===== src/plc_pkg.sv =====
package plc_pkg;
    // Register byte offsets on the control bus
    localparam logic [4:0]  OFF_LUT_A  = 5'h00;
    localparam logic [4:0]  OFF_LUT_B  = 5'h04;
    localparam logic [4:0]  OFF_CFG    = 5'h08;
    localparam logic [4:0]  OFF_IOCFG  = 5'h0c;
    localparam logic [4:0]  OFF_STAT   = 5'h10;
    // Reset values
    localparam logic [31:0] RST_LUT    = 32'h0000_0000;
    localparam logic [31:0] RST_CFG    = 32'h0000_0000;
    localparam logic [31:0] RST_IOCFG  = 32'h0000_0000;
    // Cluster configuration field positions
    localparam int          CFG_INV_A  = 0;
    localparam int          CFG_INV_B  = 1;
    localparam int          CFG_POL    = 2;
    localparam int          CFG_SRC    = 3;
    localparam int          CFG_PAIR   = 4;
    // I/O configuration: two mode bits per cell from bit 0, used bits from bit 8
    localparam int          IO_N       = 4;
    localparam int          IOCFG_USED = 8;
    // Bus responses
    localparam logic [1:0]  RESP_OKAY  = 2'h0;
    localparam logic [1:0]  RESP_SLVERR = 2'h2;

    typedef enum logic [1:0] {IO_IN, IO_OUT, IO_TRI, IO_BIDIR} plc_io_mode_e;

    // Inputs of the two combinational cells
    typedef struct packed {
        logic [4:0] cell_a;
        logic [4:0] cell_b;
    } plc_cell_in_s;

    // Control inputs of the register cell
    typedef struct packed {
        logic clr;
        logic pre;
        logic enable_select_low;
        logic enable_select_high;
        logic clk_hw;
        logic clk_rt;
    } plc_reg_ctl_s;
endpackage


===== src/plc_cluster.sv =====
module plc_cluster
    import plc_pkg::*;
(
    // Clock and reset
    input  wire logic                clk_sys_in,
    input  wire logic                resetn_in,
    // AXI4-Lite write address and data
    input  wire logic [4:0]          s_axi_awaddr_in,
    input  wire logic                s_axi_awvalid_in,
    output logic                     s_axi_awready_out,
    input  wire logic [31:0]         s_axi_wdata_in,
    input  wire logic [3:0]          s_axi_wstrb_in,
    input  wire logic                s_axi_wvalid_in,
    output logic                     s_axi_wready_out,
    // AXI4-Lite write response
    output logic [1:0]               s_axi_bresp_out,
    output logic                     s_axi_bvalid_out,
    input  wire logic                s_axi_bready_in,
    // AXI4-Lite read
    input  wire logic [4:0]          s_axi_araddr_in,
    input  wire logic                s_axi_arvalid_in,
    output logic                     s_axi_arready_out,
    output logic [31:0]              s_axi_rdata_out,
    output logic [1:0]               s_axi_rresp_out,
    output logic                     s_axi_rvalid_out,
    input  wire logic                s_axi_rready_in,
    // Cluster logic
    input  wire plc_cell_in_s        cells_in,
    input  wire plc_reg_ctl_s        reg_ctl_in,
    output logic                     cell_a_out,
    output logic                     cell_b_out,
    output logic                     reg_q_out,
    // I/O cells
    input  wire logic [IO_N-1:0]     pad_in,
    output logic [IO_N-1:0]          pad_out,
    output logic [IO_N-1:0]          pad_oe_out,
    input  wire logic [IO_N-1:0]     user_out_in,
    input  wire logic [IO_N-1:0]     user_oe_in,
    output logic [IO_N-1:0]          user_pad_out
);

    ////////////////////////////////////////////////////////////////////////////
    // Functions

    // Five-input table lookup with optional inversion of the top input
    function automatic logic lut5(input logic [31:0] tt, input logic [4:0] x,
                                  input logic inv);
        logic invertible_input;
        invertible_input = x[4] ^ inv;
        return tt[{invertible_input, x[3:0]}];
    endfunction

    // Merge write data under byte strobes
    function automatic logic [31:0] merge(input logic [31:0] old,
                                          input logic [31:0] nw,
                                          input logic [3:0]  strb);
        logic [31:0] res;
        res = old;
        for (int i = 0; i < 4; i++) begin
            if (strb[i]) begin
                res[8*i +: 8] = nw[8*i +: 8];
            end
        end
        return res;
    endfunction

    ////////////////////////////////////////////////////////////////////////////
    // Bus slave

    logic [31:0] lut_a_r;
    logic [31:0] lut_b_r;
    logic [31:0] cfg_r;
    logic [31:0] iocfg_r;
    logic        aw_hold_r;
    logic        w_hold_r;
    logic [4:0]  awaddr_r;
    logic [31:0] wdata_r;
    logic [3:0]  wstrb_r;
    logic        bvalid_r;
    logic [1:0]  bresp_r;
    logic        rvalid_r;
    logic [31:0] rdata_r;
    logic [1:0]  rresp_r;
    logic        do_write;
    logic        wr_hit;
    logic [31:0] status;

    assign s_axi_awready_out = !aw_hold_r && !bvalid_r;
    assign s_axi_wready_out  = !w_hold_r && !bvalid_r;
    assign s_axi_bvalid_out  = bvalid_r;
    assign s_axi_bresp_out   = bresp_r;
    assign s_axi_arready_out = !rvalid_r;
    assign s_axi_rvalid_out  = rvalid_r;
    assign s_axi_rdata_out   = rdata_r;
    assign s_axi_rresp_out   = rresp_r;
    assign do_write = aw_hold_r && w_hold_r && !bvalid_r;
    assign wr_hit   = awaddr_r == OFF_LUT_A || awaddr_r == OFF_LUT_B
                   || awaddr_r == OFF_CFG || awaddr_r == OFF_IOCFG;

    // Capture write address and data in either order
    always_ff @(posedge clk_sys_in or negedge resetn_in) begin
        if (!resetn_in) begin
            aw_hold_r <= 1'b0;
            w_hold_r  <= 1'b0;
            awaddr_r  <= 5'h00;
            wdata_r   <= 32'h0000_0000;
            wstrb_r   <= 4'h0;
        end else begin
            if (s_axi_awvalid_in && s_axi_awready_out) begin
                aw_hold_r <= 1'b1;
                awaddr_r  <= s_axi_awaddr_in;
            end else if (do_write) begin
                aw_hold_r <= 1'b0;
            end
            if (s_axi_wvalid_in && s_axi_wready_out) begin
                w_hold_r <= 1'b1;
                wdata_r  <= s_axi_wdata_in;
                wstrb_r  <= s_axi_wstrb_in;
            end else if (do_write) begin
                w_hold_r <= 1'b0;
            end
        end
    end

    // Write response
    always_ff @(posedge clk_sys_in or negedge resetn_in) begin
        if (!resetn_in) begin
            bvalid_r <= 1'b0;
            bresp_r  <= RESP_OKAY;
        end else if (do_write) begin
            bvalid_r <= 1'b1;
            bresp_r  <= wr_hit ? RESP_OKAY : RESP_SLVERR;
        end else if (s_axi_bready_in) begin
            bvalid_r <= 1'b0;
        end
    end

    // Configuration registers
    always_ff @(posedge clk_sys_in or negedge resetn_in) begin
        if (!resetn_in) begin
            lut_a_r <= RST_LUT;
            lut_b_r <= RST_LUT;
            cfg_r   <= RST_CFG;
            iocfg_r <= RST_IOCFG;
        end else if (do_write) begin
            unique case (awaddr_r)
                OFF_LUT_A: lut_a_r <= merge(lut_a_r, wdata_r, wstrb_r);
                OFF_LUT_B: lut_b_r <= merge(lut_b_r, wdata_r, wstrb_r);
                OFF_CFG:   cfg_r   <= merge(cfg_r, wdata_r, wstrb_r);
                OFF_IOCFG: iocfg_r <= merge(iocfg_r, wdata_r, wstrb_r);
                default: ;
            endcase
        end
    end

    // Read channel, one cycle after the address is taken
    always_ff @(posedge clk_sys_in or negedge resetn_in) begin
        if (!resetn_in) begin
            rvalid_r <= 1'b0;
            rdata_r  <= 32'h0000_0000;
            rresp_r  <= RESP_OKAY;
        end else if (s_axi_arvalid_in && !rvalid_r) begin
            rvalid_r <= 1'b1;
            rresp_r  <= RESP_OKAY;
            unique case (s_axi_araddr_in)
                OFF_LUT_A: rdata_r <= lut_a_r;
                OFF_LUT_B: rdata_r <= lut_b_r;
                OFF_CFG:   rdata_r <= cfg_r;
                OFF_IOCFG: rdata_r <= iocfg_r;
                OFF_STAT:  rdata_r <= status;
                default: begin
                    rdata_r <= 32'h0000_0000;
                    rresp_r <= RESP_SLVERR;
                end
            endcase
        end else if (s_axi_rready_in) begin
            rvalid_r <= 1'b0;
        end
    end

    ////////////////////////////////////////////////////////////////////////////
    // Combinational cells and register cell, ordered as C-R-C

    logic lut_a;
    logic lut_b;
    logic sel_clk;
    logic lvl;
    logic prev_lvl_r;
    logic clk_edge;
    logic ce;
    logic q_r;
    logic master_r;
    logic slave_r;

    assign lut_a    = lut5(lut_a_r, cells_in.cell_a, cfg_r[CFG_INV_A]);
    assign lut_b    = lut5(lut_b_r, cells_in.cell_b, cfg_r[CFG_INV_B]);
    assign sel_clk  = cfg_r[CFG_SRC] ? reg_ctl_in.clk_rt : reg_ctl_in.clk_hw;
    assign lvl      = sel_clk ^ cfg_r[CFG_POL];
    assign clk_edge = lvl && !prev_lvl_r;
    assign ce = reg_ctl_in.enable_select_low && reg_ctl_in.enable_select_high;

    // Left cell feeds the register; right cell sits after it
    assign cell_a_out = lut_a;
    assign cell_b_out = cfg_r[CFG_PAIR] ? slave_r : lut_b;
    // Clear and preset override the stored bit without waiting for an edge
    assign reg_q_out  = reg_ctl_in.clr ? 1'b0 : (reg_ctl_in.pre ? 1'b1 : q_r);

    // Previous level of the selected clock for edge detection
    always_ff @(posedge clk_sys_in or negedge resetn_in) begin
        if (!resetn_in) begin
            prev_lvl_r <= 1'b0;
        end else begin
            prev_lvl_r <= lvl;
        end
    end

    // Register cell storage
    always_ff @(posedge clk_sys_in or negedge resetn_in) begin
        if (!resetn_in) begin
            q_r <= 1'b0;
        end else if (reg_ctl_in.clr) begin
            q_r <= 1'b0;
        end else if (reg_ctl_in.pre) begin
            q_r <= 1'b1;
        end else if (clk_edge && ce) begin
            q_r <= lut_a;
        end
    end

    // Paired cells: master follows while clock low, slave while clock high
    always_ff @(posedge clk_sys_in or negedge resetn_in) begin
        if (!resetn_in) begin
            master_r <= 1'b0;
            slave_r  <= 1'b0;
        end else if (cfg_r[CFG_PAIR]) begin
            master_r <= lvl ? master_r : lut_a;
            slave_r  <= lvl ? master_r : slave_r;
        end
    end

    // Status word: cell outputs in bits 3:0, pad levels in bits 11:8
    assign status = {20'h0_0000, pad_in, 4'h0, slave_r, q_r, lut_b, lut_a};

    ////////////////////////////////////////////////////////////////////////////
    // I/O cells, purely combinational

    always_comb begin
        for (int i = 0; i < IO_N; i++) begin
            plc_io_mode_e mode;
            logic         used;
            mode = plc_io_mode_e'(iocfg_r[2*i +: 2]);
            used = iocfg_r[IOCFG_USED + i];
            pad_out[i] = user_out_in[i];
            pad_oe_out[i] = 1'b0;
            user_pad_out[i] = 1'b0;
            if (used) begin
                unique case (mode)
                    IO_IN:    user_pad_out[i] = pad_in[i];
                    IO_OUT:   pad_oe_out[i] = 1'b1;
                    IO_TRI:   pad_oe_out[i] = user_oe_in[i];
                    IO_BIDIR: begin
                        pad_oe_out[i] = user_oe_in[i];
                        user_pad_out[i] = pad_in[i];
                    end
                endcase
            end
        end
    end

    ////////////////////////////////////////////////////////////////////////////
    // Assertions

    property p_clear_now;
        @(posedge clk_sys_in) disable iff (!resetn_in)
        reg_ctl_in.clr |-> !reg_q_out ##1 (reg_ctl_in.clr || reg_ctl_in.pre || !q_r
            || clk_edge);
    endproperty
    a_clear_now: assert property (p_clear_now) else $error("clear did not force zero");
    property p_preset_now;
        @(posedge clk_sys_in) disable iff (!resetn_in)
        (reg_ctl_in.pre && !reg_ctl_in.clr) |-> reg_q_out ##1 q_r;
    endproperty
    a_preset_now: assert property (p_preset_now) else $error("preset did not force one");
    property p_both_clear;
        @(posedge clk_sys_in) disable iff (!resetn_in)
        (reg_ctl_in.pre && reg_ctl_in.clr) |=> !q_r;
    endproperty
    a_both_clear: assert property (p_both_clear) else $error("preset beat clear");
    property p_hold;
        @(posedge clk_sys_in) disable iff (!resetn_in)
        (!reg_ctl_in.clr && !reg_ctl_in.pre && !(clk_edge && ce)) |=> $stable(q_r);
    endproperty
    a_hold: assert property (p_hold) else $error("register changed without enable");
    property p_capture;
        @(posedge clk_sys_in) disable iff (!resetn_in)
        (!reg_ctl_in.clr && !reg_ctl_in.pre && clk_edge && ce) |=> q_r == $past(lut_a);
    endproperty
    a_capture: assert property (p_capture) else $error("register missed its edge");
    property p_src;
        @(posedge clk_sys_in) disable iff (!resetn_in)
        (!cfg_r[CFG_SRC] ##1 !cfg_r[CFG_SRC] && $stable(cfg_r) && $stable(reg_ctl_in.clk_hw))
            |-> !clk_edge;
    endproperty
    a_src: assert property (p_src) else $error("edge from unselected clock");
    property p_invert;
        @(posedge clk_sys_in) disable iff (!resetn_in)
        cfg_r[CFG_INV_A] |-> cell_a_out == lut_a_r[{!cells_in.cell_a[4], cells_in.cell_a[3:0]}];
    endproperty
    a_invert: assert property (p_invert) else $error("inverted input wrong");
    property p_pair;
        @(posedge clk_sys_in) disable iff (!resetn_in)
        (cfg_r[CFG_PAIR] && !lvl ##1 cfg_r[CFG_PAIR] && lvl) |=> slave_r == $past(master_r);
    endproperty
    a_pair: assert property (p_pair) else $error("paired cells did not capture");
    property p_unused;
        @(posedge clk_sys_in) disable iff (!resetn_in)
        (pad_oe_out & ~iocfg_r[IOCFG_USED +: IO_N]) == '0;
    endproperty
    a_unused: assert property (p_unused) else $error("unused pad driven");
    property p_bresp_hold;
        @(posedge clk_sys_in) disable iff (!resetn_in)
        (s_axi_bvalid_out && !s_axi_bready_in) |=> s_axi_bvalid_out && $stable(s_axi_bresp_out);
    endproperty
    a_bresp_hold: assert property (p_bresp_hold) else $error("write response dropped");
endmodule


===== config.mk =====
export PLATFORM = sky130hd
export DESIGN_NAME = plc_cluster
export DESIGN_NICKNAME = d
export VERILOG_FILES = /design/src/plc_pkg.sv /design/src/plc_cluster.sv
export SDC_FILE = /design/constraint.sdc
export NUM_CORES = 1
export LEC_CHECK = 0
export BUFFER_PORTS_ARGS = -buffer_cell sky130_fd_sc_hd__buf_2
export CORE_MARGIN = 2
export CORE_UTILIZATION = 40
export DETAILED_ROUTE_END_ITERATION = 10
export PLACE_DENSITY = 0.65
export SLEW_MARGIN = 20
export SYNTH_ARGS = -nofsm -noshare
export SYNTH_HDL_FRONTEND = slang
export SYNTH_SLANG_ARGS = --single-unit

===== constraint.sdc =====
create_clock -name clk_sys_in -period 1.9 [get_ports clk_sys_in]
set_input_delay 0.095 -clock clk_sys_in [delete_from_list [all_inputs] [get_ports clk_sys_in]]
set_output_delay 0.095 -clock clk_sys_in [all_outputs]
set_load 0.03 [all_outputs]

==> results.rst, run 1 <==
.. list-table::
   :header-rows: 1

   * - Metric
     - Value
   * - Result of the run
     - finished with violations
   * - Violations in the final reports
     - setup timing
   * - # DRC
     - 0
   * - Area added between synthesis and finish
     - 30.9%
   * - R2R Path End
     - lut_a_r[27]
   * - Height of the chip
     - roughly 160 microns
   * - Global-route wire length before repair
     - a little under 40000 microns
   * - Total core area
     - between 20000 and 25000 sq um
   * - Synthesized netlist cell count
     - 679
   * - Post-route ant nets
     - 0
   * - Cell types with the largest area share after synthesis
     - dfrtp_1 (54%), mux2_2 (18%), mux4_2 (6.0%), mux2i_1 (3.6%), mux2_4 (2.5%)
   * - Maximum resistive drop on vdd
     - approximately 700 uV
   * - Reg2Reg Launch Point
     - awaddr_r[1]
   * - Worst setup startpoint
     - cfg_r[1]
   * - Sink Count
     - 211
   * - Setup repair after global routing missed its margin
     - true
   * - Final setup margin
     - -0.484 ns
   * - Detailed-routed wire length on met3
     - around 1300 microns
   * - Endpoints failing hold
     - 0
   * - Final min period
     - roughly 2.4 ns
   * - DPL Wire Length
     - about 17000 microns
   * - Pleak
     - ~6 nW
   * - Source of the worst hold timing path
     - s_axi_arvalid_in
   * - Share of final-layout standard cells stronger than drive strength 1
     - 51.0%
   * - Boundary pin count
     - between 100 and 150
   * - Ys flop type
     - dfrtp_1
   * - Final cell utilization of the core
     - 52.9%
   * - Sequence of cells on the critical path
     - xnor2_4, buf_6, and3_4, nor4_2, nor4_2, buf_4, a21oi_2, buf_6
   * - DR vias/cell
     - around 5.3
   * - Number of global-route vias before repair
     - about 6.8k
   * - Cell Area, Synth
     - 9770 sq um
   * - Cell type with the largest total area after synthesis
     - dfrtp_1
   * - Area share of the leading cell type in the synthesized netlist
     - 54.0%
   * - Worst setup path category
     - register to output port
   * - Worst-skew pair later-pin latency
     - 0.52 ns
   * - Number of DRC violations after detailed-routing iteration 0
     - between 400 and 500
   * - Number of antenna violations at the first check in global routing
     - 4
   * - Share of flip-flops with an asynchronous set or reset
     - 100%
   * - DIE AREA
     - ~26000 sq um
   * - Die width
     - 160 microns
   * - Standard-cell rows
     - between 50 and 60
   * - Critical path endpoint
     - cell_b_out
   * - Largest buffer count on any clock path
     - 3
   * - Worst setup slack before clock tree synthesis
     - -0.163 ns
   * - Drt pass-1 iters
     - 4
   * - Setup slack, reg-to-reg
     - -0.03 ns
   * - Number of synthesized register bits
     - around 210
   * - Setup violators final
     - 34
   * - Worst-path maximum fanout
     - 3
   * - Mean routed wirelength per cell
     - around 20 microns
   * - Average instance area after synthesis
     - 14.4 sq um
   * - Pin count of the biggest net entering global routing
     - 60
   * - Number of violations of the max-capacitance limit
     - 0
   * - Data arrival time at the worst-slack endpoint
     - roughly 2.3 ns
   * - Synthesis Warnings
     - 0
   * - Total via count after detailed routing
     - 6545
   * - Fmax achieved
     - around 420 MHz
   * - Number of distinct standard cells referenced by the synthesized netlist
     - 44
   * - Delay contributed by the slowest stage of the critical path
     - between 0.4 and 0.5 ns
   * - Input/output buffers
     - about 130
   * - Tot GR Track Use
     - 19.5%
   * - Cell at the root of the clock tree
     - clkbuf_16
   * - Final-stage net count
     - 988
   * - # H-tree levels
     - 1
   * - Remaining global-route overflow
     - 0
   * - Met1 wire length
     - 11700 microns
   * - Post-synthesis sequential area ratio
     - 54.0%
   * - Endpoint required time on the critical path
     - 1.80 ns
   * - Cell at the slowest stage of the critical path
     - dfrtp_2
   * - Detailed route wirelength on metal2
     - 11000 microns
   * - Clock transition at the registers of the reported paths
     - roughly 0.060 ns
   * - Highest metal used
     - met5
   * - Global placer's final weighted congestion
     - 0.869
   * - Initial standard-cell utilization of the core
     - between 40% and 50%
   * - Worst-case reg-to-reg path depth
     - 4
   * - Final wirelength
     - about 25000 microns
   * - Number of buffers added by the clock tree synthesis step
     - 23
   * - Number of synthesized flops with an enable pin
     - 0
   * - Final-report max-slew violation count
     - 0
   * - Worst-case clock skew
     - between 0.009 and 0.01 ns
   * - Total power
     - between 0.015 and 0.02 W
   * - Period utilization
     - 125%
   * - Areal power density over the cells
     - roughly 1200 nW/um^2
   * - TritonCTS clock tree
     - built
   * - Type of origin of the critical path
     - register
   * - Type of element capturing the critical path
     - output port
   * - Type of the worst min-delay path
     - input port to register
cells by family after synthesis:
logic type / after synthesis / share of synthesized area (%)
AOI/OAI and AO/OA: 71 / 5.49
xor gates and xnor gates: 9 / 0.807
muxes: 235 / 30.3
buffers and inverters: 42 / 2.27
DFF: 211 / 54.0
and+or+nand+nor: 110 / 7.10
other: 1 / 0.0384
placed cells by master (no fill, tap or decap), types with 3 or more instances in the layout:
cell type	synthesis	routed
dfrtp_1	211	209
mux2_2	153	141
buf_2	15	123
dlygate4sd3_1	0	51
buf_4	8	42
mux2_4	16	33
mux2i_1	35	28
mux4_2	26	26
a22o_1	24	24
clkbuf_16	0	23
nor2_1	22	21
nand2_1	19	19
nor2b_1	12	12
a22oi_1	12	12
and3_1	14	12
o21ai_0	12	12
buf_12	0	12
a211oi_1	10	8
inv_1	8	8
buf_6	2	7
mux2i_2	0	6
nand3_1	6	6
xnor2_1	7	5
nor4_2	1	5
clkbuf_1	6	5
diode_2	0	4
a2111oi_4	0	4
nor2_2	6	4
nand3_2	8	4
nor2_8	4	4
nand3_4	0	4
clkbuf_8	0	4
o311ai_1	0	3
nor2_4	0	3
metal layers:
metal  GRT usage (%)  vias to the layer above
met2            30.7                      177
met4            3.77                        2
met1            28.7                     3338
met3            3.51                       40
li1                -                     2988
met5           0.189                        -
how the worst min path moves through the flow:
stage,end,cells past startpoint,slack (ns)
final,s_axi_rdata_out[3],3,0.04
after global routing,s_axi_rdata_out[2],3,0.04
after detailed placement,wdata_r[3],1,0.11
after floorplan,aw_hold_r,0,-0.20
after global placement,wdata_r[3],1,0.11
after CTS,s_axi_rdata_out[3],3,0.02
registers in the layout, indices dropped and copies added (netlist names):
| name | count |
|---|---|
| wstrb_r | 4 |
| q_r | 1 |
| slave_r | 1 |
| s_axi_rdata_out | 32 |
| awaddr_r | 5 |
| w_hold_r | 1 |
| cfg_r | 32 |
| s_axi_bresp_out | 1 |
| master_r | 1 |
| lut_a_r | 32 |
| s_axi_rresp_out | 1 |
| s_axi_rvalid_out | 1 |
| wdata_r | 32 |
| lut_b_r | 32 |
| s_axi_bvalid_out | 1 |
| iocfg_r | 32 |
| aw_hold_r | 1 |
| prev_lvl_r | 1 |
power breakdown:
| part | total, W | switching, W | internal (W) |
|---|---|---|---|
| clock network | 0.00417 | 0.00173 | 0.00244 |
| logic | 0.00423 | 0.00178 | 0.00245 |
| registers | 0.00699 | 0.00129 | 0.00570 |
| total | 0.0154 | 0.00480 | 0.0106 |
cell type report:
cell class / instances / area (sq um)
well taps: 324 / 405
clock inverters: 3 / 43.8
multi-input cells: 427 / 4600
flip-flops and latches: 211 / 5280
inverters: 8 / 30.0
repair buffers: 236 / 1770
diodes: 4 / 10.0
clock buffers: 31 / 636
fillers: 2015 / 11400
synth_stat cells (all sizes together), types with 10 or more instances:
cell type	instances
a211oi	10
a22o	24
a22oi	12
and3	14
buf	28
dfrtp	211
mux2	174
mux2i	35
mux4	26
nand2	20
nand3	14
nor2	32
nor2b	12
o21ai	12
per-stage QoR:
stage / std cells / area [sq um] / hold slack [ns] / TNS [ns]
after floorplan: 680 / 9780 / -0.201 / 0
after global placement: 1141 / 11100 / 0.107 / -2.70
after detailed placement: 1141 / 11100 / 0.107 / -3.55
after CTS: 1239 / 12700 / 0.0210 / -1.77
after global routing: 1240 / 12800 / 0.0409 / -2.81
final: 1244 / 12800 / 0.0361 / -1.13
what timing repair did:
action	in CTS	in global routing
endpoints found under the hold margin	179	0
setup buffers	13	2
pin swaps	17	5
endpoints found under the setup margin	131	107
gates resized for setup	61	16
hold buffers	51	0
worst max-delay path: cells and delay by family, from the launching register on:
family | cells | cell delay, ns
and+or+nand+nor | 3 | 0.58
DFF | 1 | 0.46
buffers and inverters | 3 | 0.44
xor gates and xnor gates | 1 | 0.17
AOI/OAI and AO/OA | 1 | 0.13
Note: power is estimated with default switching activity, not from simulation.
==> run 2, diff against run 1 <==
Settings changed: SETUP_SLACK_MARGIN set to 0.5.
==> results.rst, run 2 (synthesized netlist as in run 1, its figures left out) <==
.. list-table::
   :header-rows: 1

   * - Metric
     - Value
   * - Cell at the root of the clock tree
     - clkbuf_16
   * - Number of antenna violations at the first check in global routing
     - 2
   * - Number of buffers added by the clock tree synthesis step
     - 24
   * - Worst setup path category
     - register to output port
   * - Non-filler instance count after layout
     - 1274
   * - Most congested layer reported by global routing
     - met2
   * - Setup repair after global routing missed its margin
     - true
   * - Boundary pin count
     - 137
   * - Type of origin of the critical path
     - register
   * - # H-tree levels
     - 1
   * - Cell mode on critical path
     - nor4_2
   * - Post-route ant nets
     - 0
   * - Number of global-route vias before repair
     - 7236
   * - Period utilization
     - 126%
   * - Family of cells with the greatest summed delay on the critical path
     - compound AO/OA/AOI/OAI gates
   * - Setup_tns
     - -2.16 ns
   * - Pin count of the biggest net entering global routing
     - 63
   * - Tot GR Track Use
     - a little over a fifth
   * - Data arrival time at the worst-slack endpoint
     - about 2.3 ns
   * - Drt pass-1 iters
     - 4
   * - Most frequent standard cell in the layout excluding fill and tap cells
     - dfrtp_1
   * - Global-route met2 utilization
     - about 36%
   * - Switching share of power
     - between 30% and 40%
   * - Delay contributed by the slowest stage of the critical path
     - between 0.4 and 0.5 ns
   * - Final min period
     - 2.40 ns
   * - Pint
     - around 0.012 W
   * - Maximum resistive drop on vdd
     - 790 uV
   * - Number of violations of the max-capacitance limit
     - 0
   * - Placed Cells
     - between 1k and 1.5k
   * - Cell at the slowest stage of the critical path
     - dfrtp_2
   * - DR vias/cell
     - between 5 and 6
   * - DPL Wire Length
     - between 15000 and 20000 microns
   * - Die width
     - around 160 microns
   * - Final wirelength
     - between 20000 and 30000 microns
   * - Endpoints failing hold
     - 0
   * - Total via count after detailed routing
     - ~6.7k
   * - Global placer's final weighted congestion
     - between 0.8 and 0.9
   * - Endpoint required time on the critical path
     - roughly 1.8 ns
   * - Final setup margin
     - -0.500 ns
   * - Worst-path maximum fanout
     - 8
   * - Height of the chip
     - about 160 microns
   * - Met1 demand-to-capacity share in global routing
     - 28.9%
   * - Share of final-layout standard cells stronger than drive strength 1
     - a little under three fifths
   * - Sequential power share
     - 40.5%
   * - Global Route met3 Usage
     - approximately 3.5%
   * - Remaining global-route overflow
     - 0
   * - Final-report max-slew violation count
     - 0
   * - Type of the worst min-delay path
     - input port to register
   * - Mean routed wirelength per cell
     - about 21 microns
   * - TritonCTS clock tree
     - built
   * - Largest buffer count on any clock path
     - 3
   * - Worst-case clock skew
     - between 0.009 and 0.01 ns
   * - Areal power density over the cells
     - approximately 1300 nW/um^2
   * - Standard-cell rows
     - 57
   * - Global-route wire length before repair
     - between 40000 and 50000 microns
   * - Result of the run
     - finished with violations
   * - Combinational Power Share
     - between 30% and 40%
   * - Initial standard-cell utilization of the core
     - 40.4%
   * - Buffers and inverters on the worst path
     - 2
   * - Total power
     - 0.0176 W
   * - DIE AREA
     - between 20000 and 30000 sq um
   * - Pleak
     - 6.60 nW
   * - Commonest cells after routing, fill and taps aside
     - dfrtp_1 (203), mux2_4 (115), buf_2 (111)
   * - Clock transition at the registers of the reported paths
     - around 0.06 ns
   * - Sink Count
     - around 210
   * - Fmax achieved
     - 417 MHz
   * - Input/output buffers
     - approximately 130
   * - Type of element capturing the critical path
     - output port
   * - Total core area
     - 24200 sq um
   * - Violations in the final reports
     - setup timing
   * - Transition time of the tightest slew-check pin
     - between 0.5 and 0.6 ns
   * - Post-Route Hold Slack
     - 0.0184 ns
   * - Clock power frac
     - approximately 28%
   * - Net switching power figure
     - around 0.0054 W
   * - Final-stage net count
     - ~1k
   * - Area added between synthesis and finish
     - 42.3%
   * - # DRC
     - 0
   * - Final cell utilization of the core
     - a little under three fifths
   * - Count of filler cells inserted in the layout
     - 1889
   * - Sequence of cells on the critical path
     - xor2_2, o311ai_1, nor4_2, nor4_2, buf_4, a21oi_2, buf_6
   * - Headroom to the max-slew limit
     - between 60% and 70%
   * - Number of DRC violations after detailed-routing iteration 0
     - around 320
   * - Setup violators final
     - 53
   * - Worst-skew pair later-pin latency
     - between 0.5 and 0.6 ns
## run 2: cell types whose count changed in the layout (fill, tap and decap cells not counted), moves of 5 or more
cell | previous run | this run
buf_12 | 12 | 19
dfrtp_1 | 209 | 203
buf_6 | 7 | 28
mux2_2 | 141 | 59
mux2_4 | 33 | 115
and3_4 | 2 | 7
buf_2 | 123 | 111
buf_4 | 42 | 47
dfrtp_2 | 2 | 8
and3_1 | 12 | 7
## run 2: what timing repair did
action	4_1_cts	5_1_grt
endpoints found under the hold margin	119	0
setup buffers	31	10
gates resized for setup	106	34
hold buffers	51	0
gates cloned	3	1
endpoints found under the setup margin	180	188
pin swaps	33	29
## run 2: worst paths after layout
| path | from | to | slack [ns] | depth (start not counted) |
|---|---|---|---|---|
| min in group asynchronous | resetn_in | s_axi_rdata_out[3] | 0.13 | 2 |
| max | cfg_r[1] | cell_b_out | -0.50 | 7 |
| min | s_axi_wvalid_in | w_hold_r | 0.02 | 3 |
| min reg2reg | s_axi_rdata_out[10] | s_axi_rdata_out[10] | 0.48 | 2 |
| max in group asynchronous | resetn_in | lut_b_r[27] | 1.08 | 3 |
| max reg2reg | awaddr_r[0] | lut_a_r[20] | -0.06 | 5 |
## run 2: power groups by stage
stage	sequential [W]	clock, W	combinational (W)
2_1_floorplan	0.00672	0	0.00322
3_3_place_gp	0.00712	0	0.00423
3_5_place_dp	0.00715	0	0.00430
4_1_cts	0.00712	0.00492	0.00533
5_1_grt	0.00731	0.00511	0.00594
6_report	0.00712	0.00484	0.00562
## run 2: worst reg2reg max path, cell delays in order, from the launching register on
cell and delay, ns:
dfrtp_1 0.40, or3_4 0.38, or3_4 0.35, buf_12 0.17, nor2_8 0.21, mux2_4 0.34
## run 2: cell type report
| class | instances | area [sq um] | area share [%] |
|---|---|---|---|
| multi-input combinational | 427 | 5100 | 36.7 |
| clock buffer | 32 | 702 | 5.05 |
| timing repair buffer | 261 | 2240 | 16.1 |
| inverter | 8 | 32.5 | 0.234 |
| sequential | 211 | 5290 | 38.1 |
| tap | 324 | 405 | 2.92 |
| antenna | 1 | 2.50 | 0.0180 |
| clock inverter | 10 | 131 | 0.945 |
## run 2: metrics by stage
stage / worst slack [ns] / area [sq um]
after floorplan: 0.0402 / 10300
after global placement: -0.0280 / 11500
after detailed placement: -0.0884 / 11500
after CTS: -0.522 / 13600
after global routing: -0.594 / 13900
final: -0.500 / 13900
## run 2: layer usage
metal	up-vias	wire (microns)
met1	3492	12000
met2	157	13000
met4	4	559
li1	3044	-
met5	-	20
met3	41	1140
